**src/sgp_pkg.sv**
```systemverilog
package sgp_pkg;

    // ------------------------------------------------------------
    // Geometry
    // ------------------------------------------------------------
    localparam int unsigned NUM_LINES = 9;
    localparam int unsigned LOW_LINES = 8;
    localparam int unsigned LINE8     = 8;
    localparam int unsigned ADDR_W    = 16;
    localparam int unsigned DATA_W    = 32;

    // ------------------------------------------------------------
    // Register indices (byte address is four times the index)
    // ------------------------------------------------------------
    localparam logic [13:0] IDX_DIR_LOW     = 14'h2004;
    localparam logic [13:0] IDX_DATA_LOW    = 14'h2005;
    localparam logic [13:0] IDX_IEN_LOW     = 14'h2006;
    localparam logic [13:0] IDX_FLAG_LOW    = 14'h2007;
    localparam logic [13:0] IDX_DIR_LINE8   = 14'h2044;
    localparam logic [13:0] IDX_DATA_LINE8  = 14'h2045;
    localparam logic [13:0] IDX_IEN_LINE8   = 14'h2046;
    localparam logic [13:0] IDX_FLAG_LINE8  = 14'h2047;
    localparam logic [13:0] IDX_FUNC_SEL    = 14'h2049;
    localparam logic [13:0] IDX_IRQ_STATUS  = 14'h2050;
    localparam logic [13:0] IDX_IRQ_MASK    = 14'h2051;

    // ------------------------------------------------------------
    // Field positions and reset values
    // ------------------------------------------------------------
    localparam int unsigned L8_DATA_BIT  = 0;
    localparam int unsigned L8_MODE_BIT  = 1;
    localparam int unsigned ST_LOW_BIT   = 0;
    localparam int unsigned ST_LINE8_BIT = 1;
    localparam int unsigned ST_W         = 2;
    localparam logic [7:0]  SEL_RST      = 8'hff;
    localparam logic [7:0]  LOW_ZERO     = 8'h00;
    localparam logic        MODE_RST     = 1'b1;
    localparam logic [1:0]  ST_ZERO      = 2'h0;
    localparam logic [31:0] RD_ZERO      = 32'h0000_0000;

    // ------------------------------------------------------------
    // Pin drive bundle
    // ------------------------------------------------------------
    typedef struct packed {
        logic [8:0] out;
        logic [8:0] oe;
    } sgp_pin_drive_t;

endpackage : sgp_pkg

```
**src/sgp_port.sv**
```systemverilog
`timescale 1ns/100ps

module sgp_port
    import sgp_pkg::*;
(
    // Clock and reset.
    input  wire logic                 mclk_in,
    input  wire logic                 reset_in,
    // APB slave.
    input  wire logic                 psel_in,
    input  wire logic                 penable_in,
    input  wire logic                 pwrite_in,
    input  wire logic [ADDR_W-1:0]    paddr_in,
    input  wire logic [DATA_W-1:0]    pwdata_in,
    input  wire logic [3:0]           pstrb_in,
    output logic      [DATA_W-1:0]    prdata_out,
    output logic                      pready_out,
    output logic                      pslverr_out,
    // Shared pins.
    input  wire logic [NUM_LINES-1:0] pin_in,
    output sgp_pin_drive_t            pin_out,
    // Alternate functions (serial port, clock output, aux pwm).
    input  wire logic [NUM_LINES-1:0] alt_drive_in,
    input  wire logic [NUM_LINES-1:0] alt_oe_in,
    output logic      [NUM_LINES-1:0] alt_level_out,
    // Interrupts.
    output logic                      peripheral_irq_line_n_out,
    output logic                      irq_out
);

    // ------------------------------------------------------------
    // Register state
    // ------------------------------------------------------------
    logic [7:0]           func_sel_ff;
    logic [7:0]           dir_low_ff;
    logic                 dir_l8_ff;
    logic [7:0]           data_low_ff;
    logic                 data_l8_ff;
    logic                 mode_l8_ff;
    logic [7:0]           ien_low_ff;
    logic                 ien_l8_ff;
    logic [7:0]           flag_low_ff;
    logic                 flag_l8_ff;
    logic [ST_W-1:0]      irq_status_ff;
    logic [ST_W-1:0]      irq_mask_ff;
    logic [NUM_LINES-1:0] sync1_ff;
    logic [NUM_LINES-1:0] sync2_ff;
    logic [NUM_LINES-1:0] prev_ff;

    // ------------------------------------------------------------
    // Bus decode
    // ------------------------------------------------------------
    logic [13:0]          idx;
    logic                 acc_first;
    logic                 commit;
    logic                 wr_en;
    logic                 rd_en;
    logic                 mapped;
    logic [DATA_W-1:0]    rd_value;

    // A transfer commits only at the edge where pready is seen high.
    assign idx       = paddr_in[ADDR_W-1:2];
    assign acc_first = psel_in && penable_in && !pready_out;
    assign commit    = psel_in && penable_in && pready_out;
    assign wr_en     = commit && pwrite_in && pstrb_in[0] && !pslverr_out;
    assign rd_en     = commit && !pwrite_in;

    // ------------------------------------------------------------
    // Line roles
    // ------------------------------------------------------------
    logic [NUM_LINES-1:0] gio;
    logic [NUM_LINES-1:0] dir_all;
    logic [NUM_LINES-1:0] data_all;
    logic [NUM_LINES-1:0] src_en;
    logic [NUM_LINES-1:0] change;
    logic [NUM_LINES-1:0] level_view;

    // Lines 0..5 serial, 6 clock output, 7 aux one, 8 aux zero.
    assign gio      = {mode_l8_ff, func_sel_ff};
    assign dir_all  = {dir_l8_ff, dir_low_ff};
    assign data_all = {data_l8_ff, data_low_ff};
    // A line in output or alternate mode can never flag a change.
    assign src_en   = gio & ~dir_all & {ien_l8_ff, ien_low_ff};
    assign change   = sync2_ff ^ prev_ff;
    // Inputs read the pin, outputs read back their own latch.
    assign level_view = (sync2_ff & ~dir_all) | (data_all & dir_all);

    // ------------------------------------------------------------
    // Read mux
    // ------------------------------------------------------------
    always_comb begin
        mapped   = 1'b1;
        rd_value = RD_ZERO;
        case (idx)
            IDX_DIR_LOW:    rd_value[7:0] = dir_low_ff;
            IDX_DATA_LOW:   rd_value[7:0] = level_view[7:0];
            IDX_IEN_LOW:    rd_value[7:0] = ien_low_ff;
            IDX_FLAG_LOW:   rd_value[7:0] = flag_low_ff;
            IDX_DIR_LINE8:  rd_value[0]   = dir_l8_ff;
            IDX_DATA_LINE8: rd_value[1:0] = {mode_l8_ff, level_view[LINE8]};
            IDX_IEN_LINE8:  rd_value[0]   = ien_l8_ff;
            IDX_FLAG_LINE8: rd_value[0]   = flag_l8_ff;
            IDX_FUNC_SEL:   rd_value[7:0] = func_sel_ff;
            IDX_IRQ_STATUS: rd_value[ST_W-1:0] = irq_status_ff;
            IDX_IRQ_MASK:   rd_value[ST_W-1:0] = irq_mask_ff;
            default:        mapped = 1'b0;
        endcase
    end

    // ------------------------------------------------------------
    // APB answer
    // ------------------------------------------------------------
    // One wait state: data is captured before the commit edge so the
    // flag clear can be limited to exactly the bits software saw.
    always_ff @(posedge mclk_in or posedge reset_in) begin
        if (reset_in) begin
            pready_out  <= 1'b0;
            pslverr_out <= 1'b0;
            prdata_out  <= RD_ZERO;
        end else if (acc_first) begin
            pready_out  <= 1'b1;
            pslverr_out <= !mapped;
            prdata_out  <= rd_value;
        end else begin
            pready_out  <= 1'b0;
            pslverr_out <= 1'b0;
        end
    end

    // ------------------------------------------------------------
    // Configuration registers
    // ------------------------------------------------------------
    always_ff @(posedge mclk_in or posedge reset_in) begin
        if (reset_in) begin
            func_sel_ff <= SEL_RST;
            dir_low_ff  <= LOW_ZERO;
            dir_l8_ff   <= 1'b0;
            ien_low_ff  <= LOW_ZERO;
            ien_l8_ff   <= 1'b0;
            mode_l8_ff  <= MODE_RST;
            irq_mask_ff <= ST_ZERO;
        end else if (wr_en) begin
            case (idx)
                IDX_FUNC_SEL:   func_sel_ff <= pwdata_in[7:0];
                IDX_DIR_LOW:    dir_low_ff  <= pwdata_in[7:0];
                IDX_DIR_LINE8:  dir_l8_ff   <= pwdata_in[0];
                IDX_IEN_LOW:    ien_low_ff  <= pwdata_in[7:0];
                IDX_IEN_LINE8:  ien_l8_ff   <= pwdata_in[0];
                IDX_DATA_LINE8: mode_l8_ff  <= pwdata_in[L8_MODE_BIT];
                IDX_IRQ_MASK:   irq_mask_ff <= pwdata_in[ST_W-1:0];
                default:        ;
            endcase
        end
    end

    // Output data latches; a write to an input line is kept for later.
    always_ff @(posedge mclk_in or posedge reset_in) begin
        if (reset_in) begin
            data_low_ff <= LOW_ZERO;
            data_l8_ff  <= 1'b0;
        end else if (wr_en && idx == IDX_DATA_LOW) begin
            data_low_ff <= pwdata_in[7:0];
        end else if (wr_en && idx == IDX_DATA_LINE8) begin
            data_l8_ff  <= pwdata_in[L8_DATA_BIT];
        end
    end

    // ------------------------------------------------------------
    // Pin synchroniser and previous sample
    // ------------------------------------------------------------
    always_ff @(posedge mclk_in or posedge reset_in) begin
        if (reset_in) begin
            sync1_ff <= '0;
            sync2_ff <= '0;
            prev_ff  <= '0;
        end else begin
            sync1_ff <= pin_in;
            sync2_ff <= sync1_ff;
            prev_ff  <= sync2_ff;
        end
    end

    // ------------------------------------------------------------
    // Change flags
    // ------------------------------------------------------------
    logic [NUM_LINES-1:0] set_flag;
    logic [7:0]           clr_low;
    logic                 clr_l8;

    assign set_flag = change & src_en;
    // Only the bits returned by the read are cleared, so a change that
    // lands during the read survives it.
    assign clr_low  = (rd_en && idx == IDX_FLAG_LOW) ? prdata_out[7:0] : LOW_ZERO;
    assign clr_l8   = rd_en && idx == IDX_FLAG_LINE8 && prdata_out[0];

    always_ff @(posedge mclk_in or posedge reset_in) begin
        if (reset_in) begin
            flag_low_ff <= LOW_ZERO;
            flag_l8_ff  <= 1'b0;
        end else begin
            flag_low_ff <= (flag_low_ff & ~clr_low) | set_flag[7:0];
            flag_l8_ff  <= (flag_l8_ff & ~clr_l8) | set_flag[LINE8];
        end
    end

    // ------------------------------------------------------------
    // Interrupt status, mask and outputs
    // ------------------------------------------------------------
    logic [ST_W-1:0] st_set;
    logic [ST_W-1:0] st_clr;

    assign st_set = {set_flag[LINE8], |set_flag[7:0]};
    assign st_clr = (wr_en && idx == IDX_IRQ_STATUS) ? pwdata_in[ST_W-1:0] : ST_ZERO;

    // Sticky status: a new event beats a write-one-to-clear.
    always_ff @(posedge mclk_in or posedge reset_in) begin
        if (reset_in) begin
            irq_status_ff <= ST_ZERO;
        end else begin
            irq_status_ff <= (irq_status_ff & ~st_clr) | st_set;
        end
    end

    // The low-active request stays asserted while any flag is pending,
    // which suits a level-sensitive core input.
    always_ff @(posedge mclk_in or posedge reset_in) begin
        if (reset_in) begin
            peripheral_irq_line_n_out <= 1'b1;
            irq_out                   <= 1'b0;
        end else begin
            peripheral_irq_line_n_out <= !(|flag_low_ff || flag_l8_ff);
            irq_out                   <= |(irq_status_ff & irq_mask_ff);
        end
    end

    // ------------------------------------------------------------
    // Pin drive and alternate inputs
    // ------------------------------------------------------------
    // Registered drive costs a cycle of latency on alternate outputs
    // but keeps the pads glitch free.
    always_ff @(posedge mclk_in or posedge reset_in) begin
        if (reset_in) begin
            pin_out       <= '0;
            alt_level_out <= '0;
        end else begin
            pin_out.out   <= (gio & data_all) | (~gio & alt_drive_in);
            pin_out.oe    <= (gio & dir_all) | (~gio & alt_oe_in);
            alt_level_out <= sync2_ff;
        end
    end
endmodule : sgp_port

```
**config.mk**
```make
export PLATFORM = sky130hd
export DESIGN_NAME = sgp_port
export DESIGN_NICKNAME = d
export VERILOG_FILES = /design/src/sgp_pkg.sv /design/src/sgp_port.sv
export SDC_FILE = /design/constraint.sdc
export NUM_CORES = 1
export LEC_CHECK = 0
export BUFFER_PORTS_ARGS = -buffer_cell sky130_fd_sc_hd__buf_2
export CAP_MARGIN = 10
export CORE_MARGIN = 5
export CORE_UTILIZATION = 50
export CTS_CLUSTER_SIZE = 12
export DETAILED_ROUTE_END_ITERATION = 8
export GPL_ROUTABILITY_DRIVEN = 0
export PLACE_DENSITY = 0.78
export SLEW_MARGIN = 20
export SYNTH_ARGS = -nofsm -noshare
export SYNTH_HDL_FRONTEND = slang
export SYNTH_SLANG_ARGS = --single-unit
```
**constraint.sdc**
```tcl
create_clock -name mclk_in -period 4.7 [get_ports mclk_in]
set_clock_uncertainty 0.2 [all_clocks]
set_input_delay 0.235 -clock mclk_in [delete_from_list [all_inputs] [get_ports mclk_in]]
set_output_delay 0.235 -clock mclk_in [all_outputs]
set_load 0.005 [all_outputs]
```
; Yosys cells after proc, flatten, opt, wreduce, memory -nomap -nowiden
; Cells that the tools add are included.
[totals]
input_bits = 84
memories = 0
latchBits = 0
regBits = 106
ram_bits = 0
wordCells = 98
mem_bits_ro = 0
[classes]
add_sub_neg = 0
n_reduce_logical = 31
shift = 0
multipliers = 0
n_eq_ne = 11
order_cmp = 0
n_mux = 8
bitwise_logic = 26
n_div = 0
[op_table]
columns = operator, count
row1 = 14-bit == test (second input constant), 11
row2 = 9-bit bitwise AND, 9
row3 = 6-bit one-hot mux with 5 select lines, 1
row4 = 9-bit OR, 3
row5 = 9-bit inverter, 2
row6 = 2-bit AND reduction, 8
row7 = 8-bit OR reduction, 2
row8 = 1-bit logical AND, 13
row9 = 1-bit one-hot mux with 11 select lines, 1
row10 = 11-bit OR reduction, 1
row11 = 9-bit XOR, 1
row12 = 8-bit bitwise AND, 1
row13 = 8-bit two-way mux, 1
row14 = 8-bit inverter, 1
row15 = 8-bit OR, 1
row16 = 1-bit one-hot mux with 8 select lines, 1
row17 = 1-bit zero test, 5
row18 = 2-bit bitwise AND, 2
row19 = 1-bit two-way mux, 3
row20 = 2-bit two-way mux, 1
row21 = 1-bit inverter, 2
row22 = 2-bit inverter, 1
row23 = 2-bit OR, 1
row24 = 2-bit OR reduction, 1
row25 = 3 further kinds, 3

; Depth between registers and ports, before layout
; Gate-level depths: netlist of the first run.
[depth]
word_depth = 10
mapped_depth = 7
ltp_nobuf = 5

; Worst setup path after synthesis of the first run
; Ideal clock, no wire load.
[synth_path]
path_kind = reg-to-reg
from = register pready_out
to = register data_low_ff[0]
slack_ns = 2.802
path_buffers = 1
t_arrival_ns = 1.573
required_ns = 4.375
setup_time_ns = 0.125
path_stages_with_launch = 6
cell_sequence = dfrtp_1 > nand3_1 > or3_1 > buf_4 > nor3_4 > mux2_2
[synth_between]
elab_chain_len = 5
[synth_lines]
columns = item, line
row1 = "start, declared", sgp_port.sv:17  ; output logic pready_out,
row2 = "start signal, assigned", sgp_port.sv:117  ; pready_out <= 1'b0;
row3 = "start signal, assigned", sgp_port.sv:121  ; pready_out <= 1'b1;
row4 = "start signal, assigned", sgp_port.sv:125  ; pready_out <= 1'b0;
row5 = 1-bit logical AND, sgp_port.sv:64  ; assign commit = psel_in && penable_in && pready_out;
row6 = 1-bit logical AND (3 in series), sgp_port.sv:65  ; assign wr_en = commit && pwrite_in && pstrb_in[0] && !pslverr_out;
row7 = 1-bit logical AND, sgp_port.sv:161  ; end else if (wr_en && idx == IDX_DATA_LOW) begin
row8 = "end signal, assigned", sgp_port.sv:162  ; data_low_ff <= pwdata_in[7:0];
row9 = "end, declared", sgp_port.sv:37  ; logic [7:0] data_low_ff;
; No other way between the ends.
; A chain may end at the register's enable or synchronous reset.

; Final worst setup path of the first run
[layout_path]
from = register pready_out
to = register func_sel_ff[5]
[layout_between]
elab_chain_len = 5
[layout_lines]
columns = item, line
row1 = 1-bit logical AND, sgp_port.sv:64
row2 = 1-bit logical AND (3 in series), sgp_port.sv:65
row3 = 2-bit AND reduction (no source line), --
row4 = "end signal, assigned", sgp_port.sv:144  ; IDX_FUNC_SEL: func_sel_ff <= pwdata_in[7:0];
row5 = "end, declared", sgp_port.sv:34  ; logic [7:0] func_sel_ff;
; No other way between the ends.

==> impl_metrics.yaml, run 1 <==
run_status:
  status: "complete, no violations"
layout:
  nets: 583
  layout-drive-gt1-share: 0.393
  synthToLayoutAreaGrowth_pct: 21.8
  num_antenna_cells: 0
clocking:
  cts_buffers: 9
  clk_pin_slew_ns: 0.10
  clock_latency_ns: 0.37
  cts_resized: 0
  clockBufferDepth: 2
  h-tree-depth: 3
  cts_tree: "yes"
  cts.sinks: 106
  cts-root-buf: "clkbuf_8"
  cts_setup_buffers: 0
worst_setup_path:
  path_cells: "nand3_1 -> or3_1 -> nor3_4 -> mux2_2"
  rr_worst_depth: 4
  slowest_stage: "nor3_4"
  r2r_setup_slack_ns: 2.44
  cp_max_fo: 8
  cp.required_ns: 4.79
  path_class: "register to register"
  slowest_delay_ns: 0.56
  regToRegStartpoint: "pready_out$_DFF_PP0_"
  end_kind: "register"
  startpoint: "pready_out$_DFF_PP0_"
  start_kind: "register"
  worstReg2RegEnd: "func_sel_ff[5]$_DFFE_PP1P_"
  critPathArrivalTime_ns: 2.35
die:
  die_w_um: 108
  num_io_pins: 147
  rows: 35
  die_y_um: 108
  die_area_um2: 11600
  core_um2: 9280
  initial_core_util: 0.515
routing:
  firstDrtPassIters: 5
  wl_per_cell_um: 18.0
  drt_wl_total_mm: 11.4
  antenna_left: 0
  drtIter0Drc: 207
  drc: 0
  vias: 3475
  via_per_inst: 5.49
pwr:
  irDropWorstVdd_mv: 0.154
  finalPower_mw: 1.68
  cellPowerDensity_nw_per_um2: 289
  p_leak_nw: 2.84
hold_path:
  hold-path-cell-count: 2
  min_from: "pwdata_in[0]"
  whs_endpoint: "func_sel_ff[0]$_DFFE_PP1P_"
  min_path_type: "input port to register"
global_route:
  grt_pass1_wl_mm: 18.4
  grt_overflow: 0
  antenna_found_initial: 0
  grt_max_degree: 75
  grt_use_total: 0.206
  grt_pass1_vias: 3577
sta:
  finalCritPeriodShare: 0.480
  hold_viol: 0
  fmax_ghz: 0.443
  rsz0062_at_grt: "no"
  tightest_slew_ns: 0.879
  setup_viol: 0
  fin_setup_tns_ns: 0
  slew_violations: 0
  maxSlewHeadroom: 0.414
  period_needed_ns: 2.26
yosys:
  yosysTopAreaCell: "dfrtp_1"
  avgSynthCellArea_um2: 13.0
  async_reset_ff_frac: 1.00
  synth_area_um2: 4780
  ys_seq_area_frac: 0.557
  synth_ff_type: "dfrtp_1"
  syn_inst: 368
  synthTopCellsByArea: "dfrtp_1 (50%), mux2_2 (13%), dfstp_2 (5.5%)"
  synth_most_common_cell: "dfrtp_1"
  synth_seq_cells: 106
  synth_top_area_frac: 0.502
  synth_edf_count: 0
  ys_types: 56
  ys_warn_count: 0
  synth_common_cells: "dfrtp_1 (96), mux2_2 (56), nand2_1 (31)"
placed_design:
  port_buffers: 93
  dpl.hpwl_mm: 7.79
flow_run:
  cap_violations: 0
==> report_power, final <==
| group | internal [mW] | leakage, nW | total [mW] | switching [mW] |
|---|---|---|---|---|
| clock network | 0.261 | 0.0888 | 0.566 | 0.304 |
| registers | 0.941 | 1.33 | 0.958 | 0.0174 |
| logic | 0.0776 | 1.42 | 0.157 | 0.0796 |
==> layout by cell type, fill, tap and decap left out, types with 7 or more instances in the layout <==
cell type and instances:
dlygate4sd3_1 35, o21ai_0 8, conb_1 24, nor3_1 10, nand2_1 31, dfstp_2 10
nor2_1 9, xnor2_1 9, buf_2 93, mux2_2 56, a21o_1 17, nand3_1 7
clkbuf_8 10, dfrtp_1 96
==> logic make-up (layout without fill, tap and decap cells) <==
logic type / count (synthesis) / after routing / synth area share
multiplexers: 64 / 64 / 0.155
buffers and inverters: 41 / 154 / 0.0560
AO/OA/AOI/OAI: 54 / 54 / 0.0887
flip-flops: 106 / 106 / 0.557
other: 1 / 24 / 0.000784
AND/OR/NAND/NOR: 93 / 93 / 0.126
XOR/XNOR: 9 / 9 / 0.0165
==> layout make-up <==
type,count,area [um^2]
inverter,7,28.8
multi-input combinational,244,1940
sequential,106,2670
tap,129,161
timing repair buffer,131,838
clock inverter,4,52.6
clock buffer,12,145
fill,763,3460
==> worst max-delay path by stage <==
stage / slack [ns] / to / cells past startpoint
6_report: 2.44 / func_sel_ff[5]$_DFFE_PP1P_ / 4
5_1_grt: 2.40 / data_low_ff[2]$_DFFE_PP0P_ / 4
4_1_cts: 2.42 / data_low_ff[2]$_DFFE_PP0P_ / 4
3_5_place_dp: 2.20 / data_low_ff[2]$_DFFE_PP0P_ / 5
3_3_place_gp: 2.24 / data_low_ff[5]$_DFFE_PP0P_ / 5
2_1_floorplan: 1.49 / alt_level_out[0]$_DFF_PP0_ / 1
==> stage by stage <==
step	setup WS [ns]	hold WS, ns	area (um^2)	utilization	std cells
4_1_cts	2.42	0.0240	5830	0.628	633
6_report	2.44	0.0362	5830	0.628	633
2_1_floorplan	1.49	0.0664	4870	-	391
3_5_place_dp	2.20	0.135	5280	0.569	582
3_3_place_gp	2.24	0.132	5280	0.569	582
5_1_grt	2.40	0.0560	5830	0.628	633
==> metal layers <==
layer / GRT usage / routed length [um]
met1: 0.265 / 4480
met3: 0.0426 / 1000
met2: 0.338 / 5680
met5: 0 / 0
met4: 0.0866 / 241
==> flip-flops by register name, summed over array words and instances (netlist names), 2 cells and up <==
name / cells
alt_level_out: 9
data_low_ff: 8
dir_low_ff: 8
flag_low_ff: 8
func_sel_ff: 8
ien_low_ff: 8
irq_mask_ff: 2
irq_status_ff: 2
pin_out: 18
prdata_out: 8
sync1_ff: 9
sync2_ff: 9
==> critical path, delay by kind of cell (launching register included) <==
kind,cells,cell delay (ns)
AND/OR/NAND/NOR,3,1.19
multiplexers,1,0.42
flip-flops,1,0.37
==> what timing repair did <==
item,in CTS,in global routing
endpoints found under the hold margin,123,0
hold buffers,35,0
setup endpoints to repair,0,0
No activity file was read; power rests on OpenSTA's default activity.
==> inputs of run 2 (changes only) <==
clock period = 2.3 ns   (was 4.7 ns; I/O delays follow)
==> run 2 against run 1 <==
Effect of this change:
- worst setup slack got worse by 2.3 ns
- hold slack improved by 0.042 ns
- register-to-register slack got worse by 2.3 ns
- core utilization increased by 1.3 points
- global-route usage about the same
==> impl_metrics.yaml, run 2 (synthesis gave the netlist of run 1 again) <==
routing:
  drtIter0Drc: 235
  dr.max_layer_used: "met4"
  route.met3.wl_mm: 1.01
  vias: 3471
  drc: 0
  wl_met2_mm: 5.46
  wl_per_cell_um: 17.8
  firstDrtPassIters: 4
  antenna_left: 0
  via_per_inst: 5.40
  drt_wl_total_mm: 11.4
  wl_met1_mm: 4.58
sta:
  fmax_ghz: 0.458
  rsz0062_at_grt: "no"
  finalCritPeriodShare: 0.950
  fin_setup_tns_ns: 0
  maxSlewHeadroom: 0.511
  tightest_slew_ns: 0.732
  period_needed_ns: 2.18
  setup_viol: 0
  slew_violations: 0
  hold_viol: 0
clocking:
  clockBufferDepth: 2
  cts_setup_buffers: 0
  cts-root-buf: "clkbuf_8"
  clk_pin_slew_ns: 0.10
  cts_resized: 0
  clock_latency_ns: 0.38
  cts_buffers: 9
  h-tree-depth: 3
  cts_tree: "yes"
  cts.sinks: 106
flow_run:
  cap_violations: 0
layout:
  layout_common_cells: "dfrtp_1 (96), buf_2 (93), mux2_2 (56)"
  synthToLayoutAreaGrowth_pct: 24.5
  regMostFlops: "pin_out"
  nets: 593
  layout-drive-gt1-share: 0.399
  num_antenna_cells: 0
  largest_register_ffs: 18
  layout.cells.non_filler: 643
  nFillCells: 718
  layout_commonest_cell: "dfrtp_1"
global_route:
  grt_overflow: 0
  grt_use_total: 0.206
  antenna_found_initial: 0
  grt_pass1_wl_mm: 18.5
  grt_max_degree: 39
  grt_pass1_vias: 3554
placed_design:
  port_buffers: 93
  placedCellCount: 588
  dpl.hpwl_mm: 7.95
die:
  die_area_um2: 11600
  die_y_um: 108
  rows: 35
  die_w_um: 108
  initial_core_util: 0.515
  num_io_pins: 147
  core_um2: 9280
pwr:
  clkPwrFrac: 0.339
  p_comb_frac: 0.097
  switching_power_mw: 0.861
  p_leak_nw: 2.90
  p_sw_frac: 0.248
  p_int_mw: 2.61
  irDropWorstVdd_mv: 0.374
  seqPwrFrac: 0.564
  cellPowerDensity_nw_per_um2: 583
worst_setup_path:
  critPathArrivalTime_ns: 2.24
  regToRegStartpoint: "pready_out$_DFF_PP0_"
  cp_max_fo: 8
  slowest_delay_ns: 0.57
  path_class: "input port to register"
  path_cells: "dlygate4sd3_1 -> buf_2 -> nand3_1 -> or3_1 -> nor3_4 -> buf_4 -> mux2_2"
  path_buf_inv: 3
  start_kind: "input port"
  r2r_setup_slack_ns: 0.14
  critPathTopFamily: "buffers and inverters"
  slowest_stage: "or3_1"
  worstReg2RegEnd: "data_low_ff[7]$_DFFE_PP0P_"
  rr_worst_depth: 5
  cp.required_ns: 2.36
  end_kind: "register"
hold_path:
  min_from: "paddr_in[8]"
  whs_endpoint: "pslverr_out$_DFF_PP0_"
  hold-path-cell-count: 5
  min_path_type: "input port to register"
run_status:
  status: "complete, no violations"
run 2: area by class of cell:
class,instances,area [um^2],share of cell area
clock buffers,10,128,0.0214
clock inverters,6,71.3,0.0120
inverters,7,30.0,0.00505
multi-input cells,244,1940,0.325
flip-flops and latches,106,2670,0.448
well taps,129,161,0.0271
repair buffers,141,961,0.161
run 2: metrics by stage:
stage                     power (mW)  area [um^2]  setup slack (ns)  hold slack, ns  utilization
final                           3.47         5950             0.115          0.0779        0.641
after global routing            3.61         5950            0.0398          0.0929        0.641
after CTS                       3.49         5950             0.145          0.0678        0.641
after detailed placement        2.28         5360             0.194          0.0243        0.578
after global placement          2.27         5360             0.219          0.0228        0.578
after floorplan                 2.15         4870             0.402         -0.0536            -
run 2: repair_timing:
item	CTS	global route
setup endpoints to repair	0	0
hold buffers	39	0
hold endpoints to repair	97	0
run 2: power groups by stage:
stage                     registers, mW  logic [mW]  clock network (mW)
final                              1.96       0.337                1.17
after global routing               1.97       0.373                1.27
after CTS                          1.96       0.338                1.19
after detailed placement           1.99       0.286                   0
after global placement             1.99       0.278                   0
after floorplan                    1.99       0.160                   0
run 2: how the worst max path moves through the flow:
stage / startpoint / endpoint / depth (start not counted)
after floorplan: pready_out$_DFF_PP0_ / data_low_ff[0]$_DFFE_PP0P_ / 5
after global placement: pready_out$_DFF_PP0_ / data_low_ff[5]$_DFFE_PP0P_ / 5
after detailed placement: pready_out$_DFF_PP0_ / data_low_ff[7]$_DFFE_PP0P_ / 5
after CTS: penable_in / data_low_ff[7]$_DFFE_PP0P_ / 7
after global routing: penable_in / prdata_out[7]$_DFFE_PP0P_ / 8
final: penable_in / data_low_ff[7]$_DFFE_PP0P_ / 7
run 2: layer usage:
layer	vias to the layer above	GRT usage
met4	0	0.0893
met1	1683	0.268
li1	1570	-
met5	-	0
met3	33	0.0492
met2	185	0.329
run 2: tightest hold or removal path, delay by kind of cell:
family,cells,cell delay (ns)
AO/OA/AOI/OAI,1,0.07
buffers and inverters,1,0.13
AND/OR/NAND/NOR,3,0.29
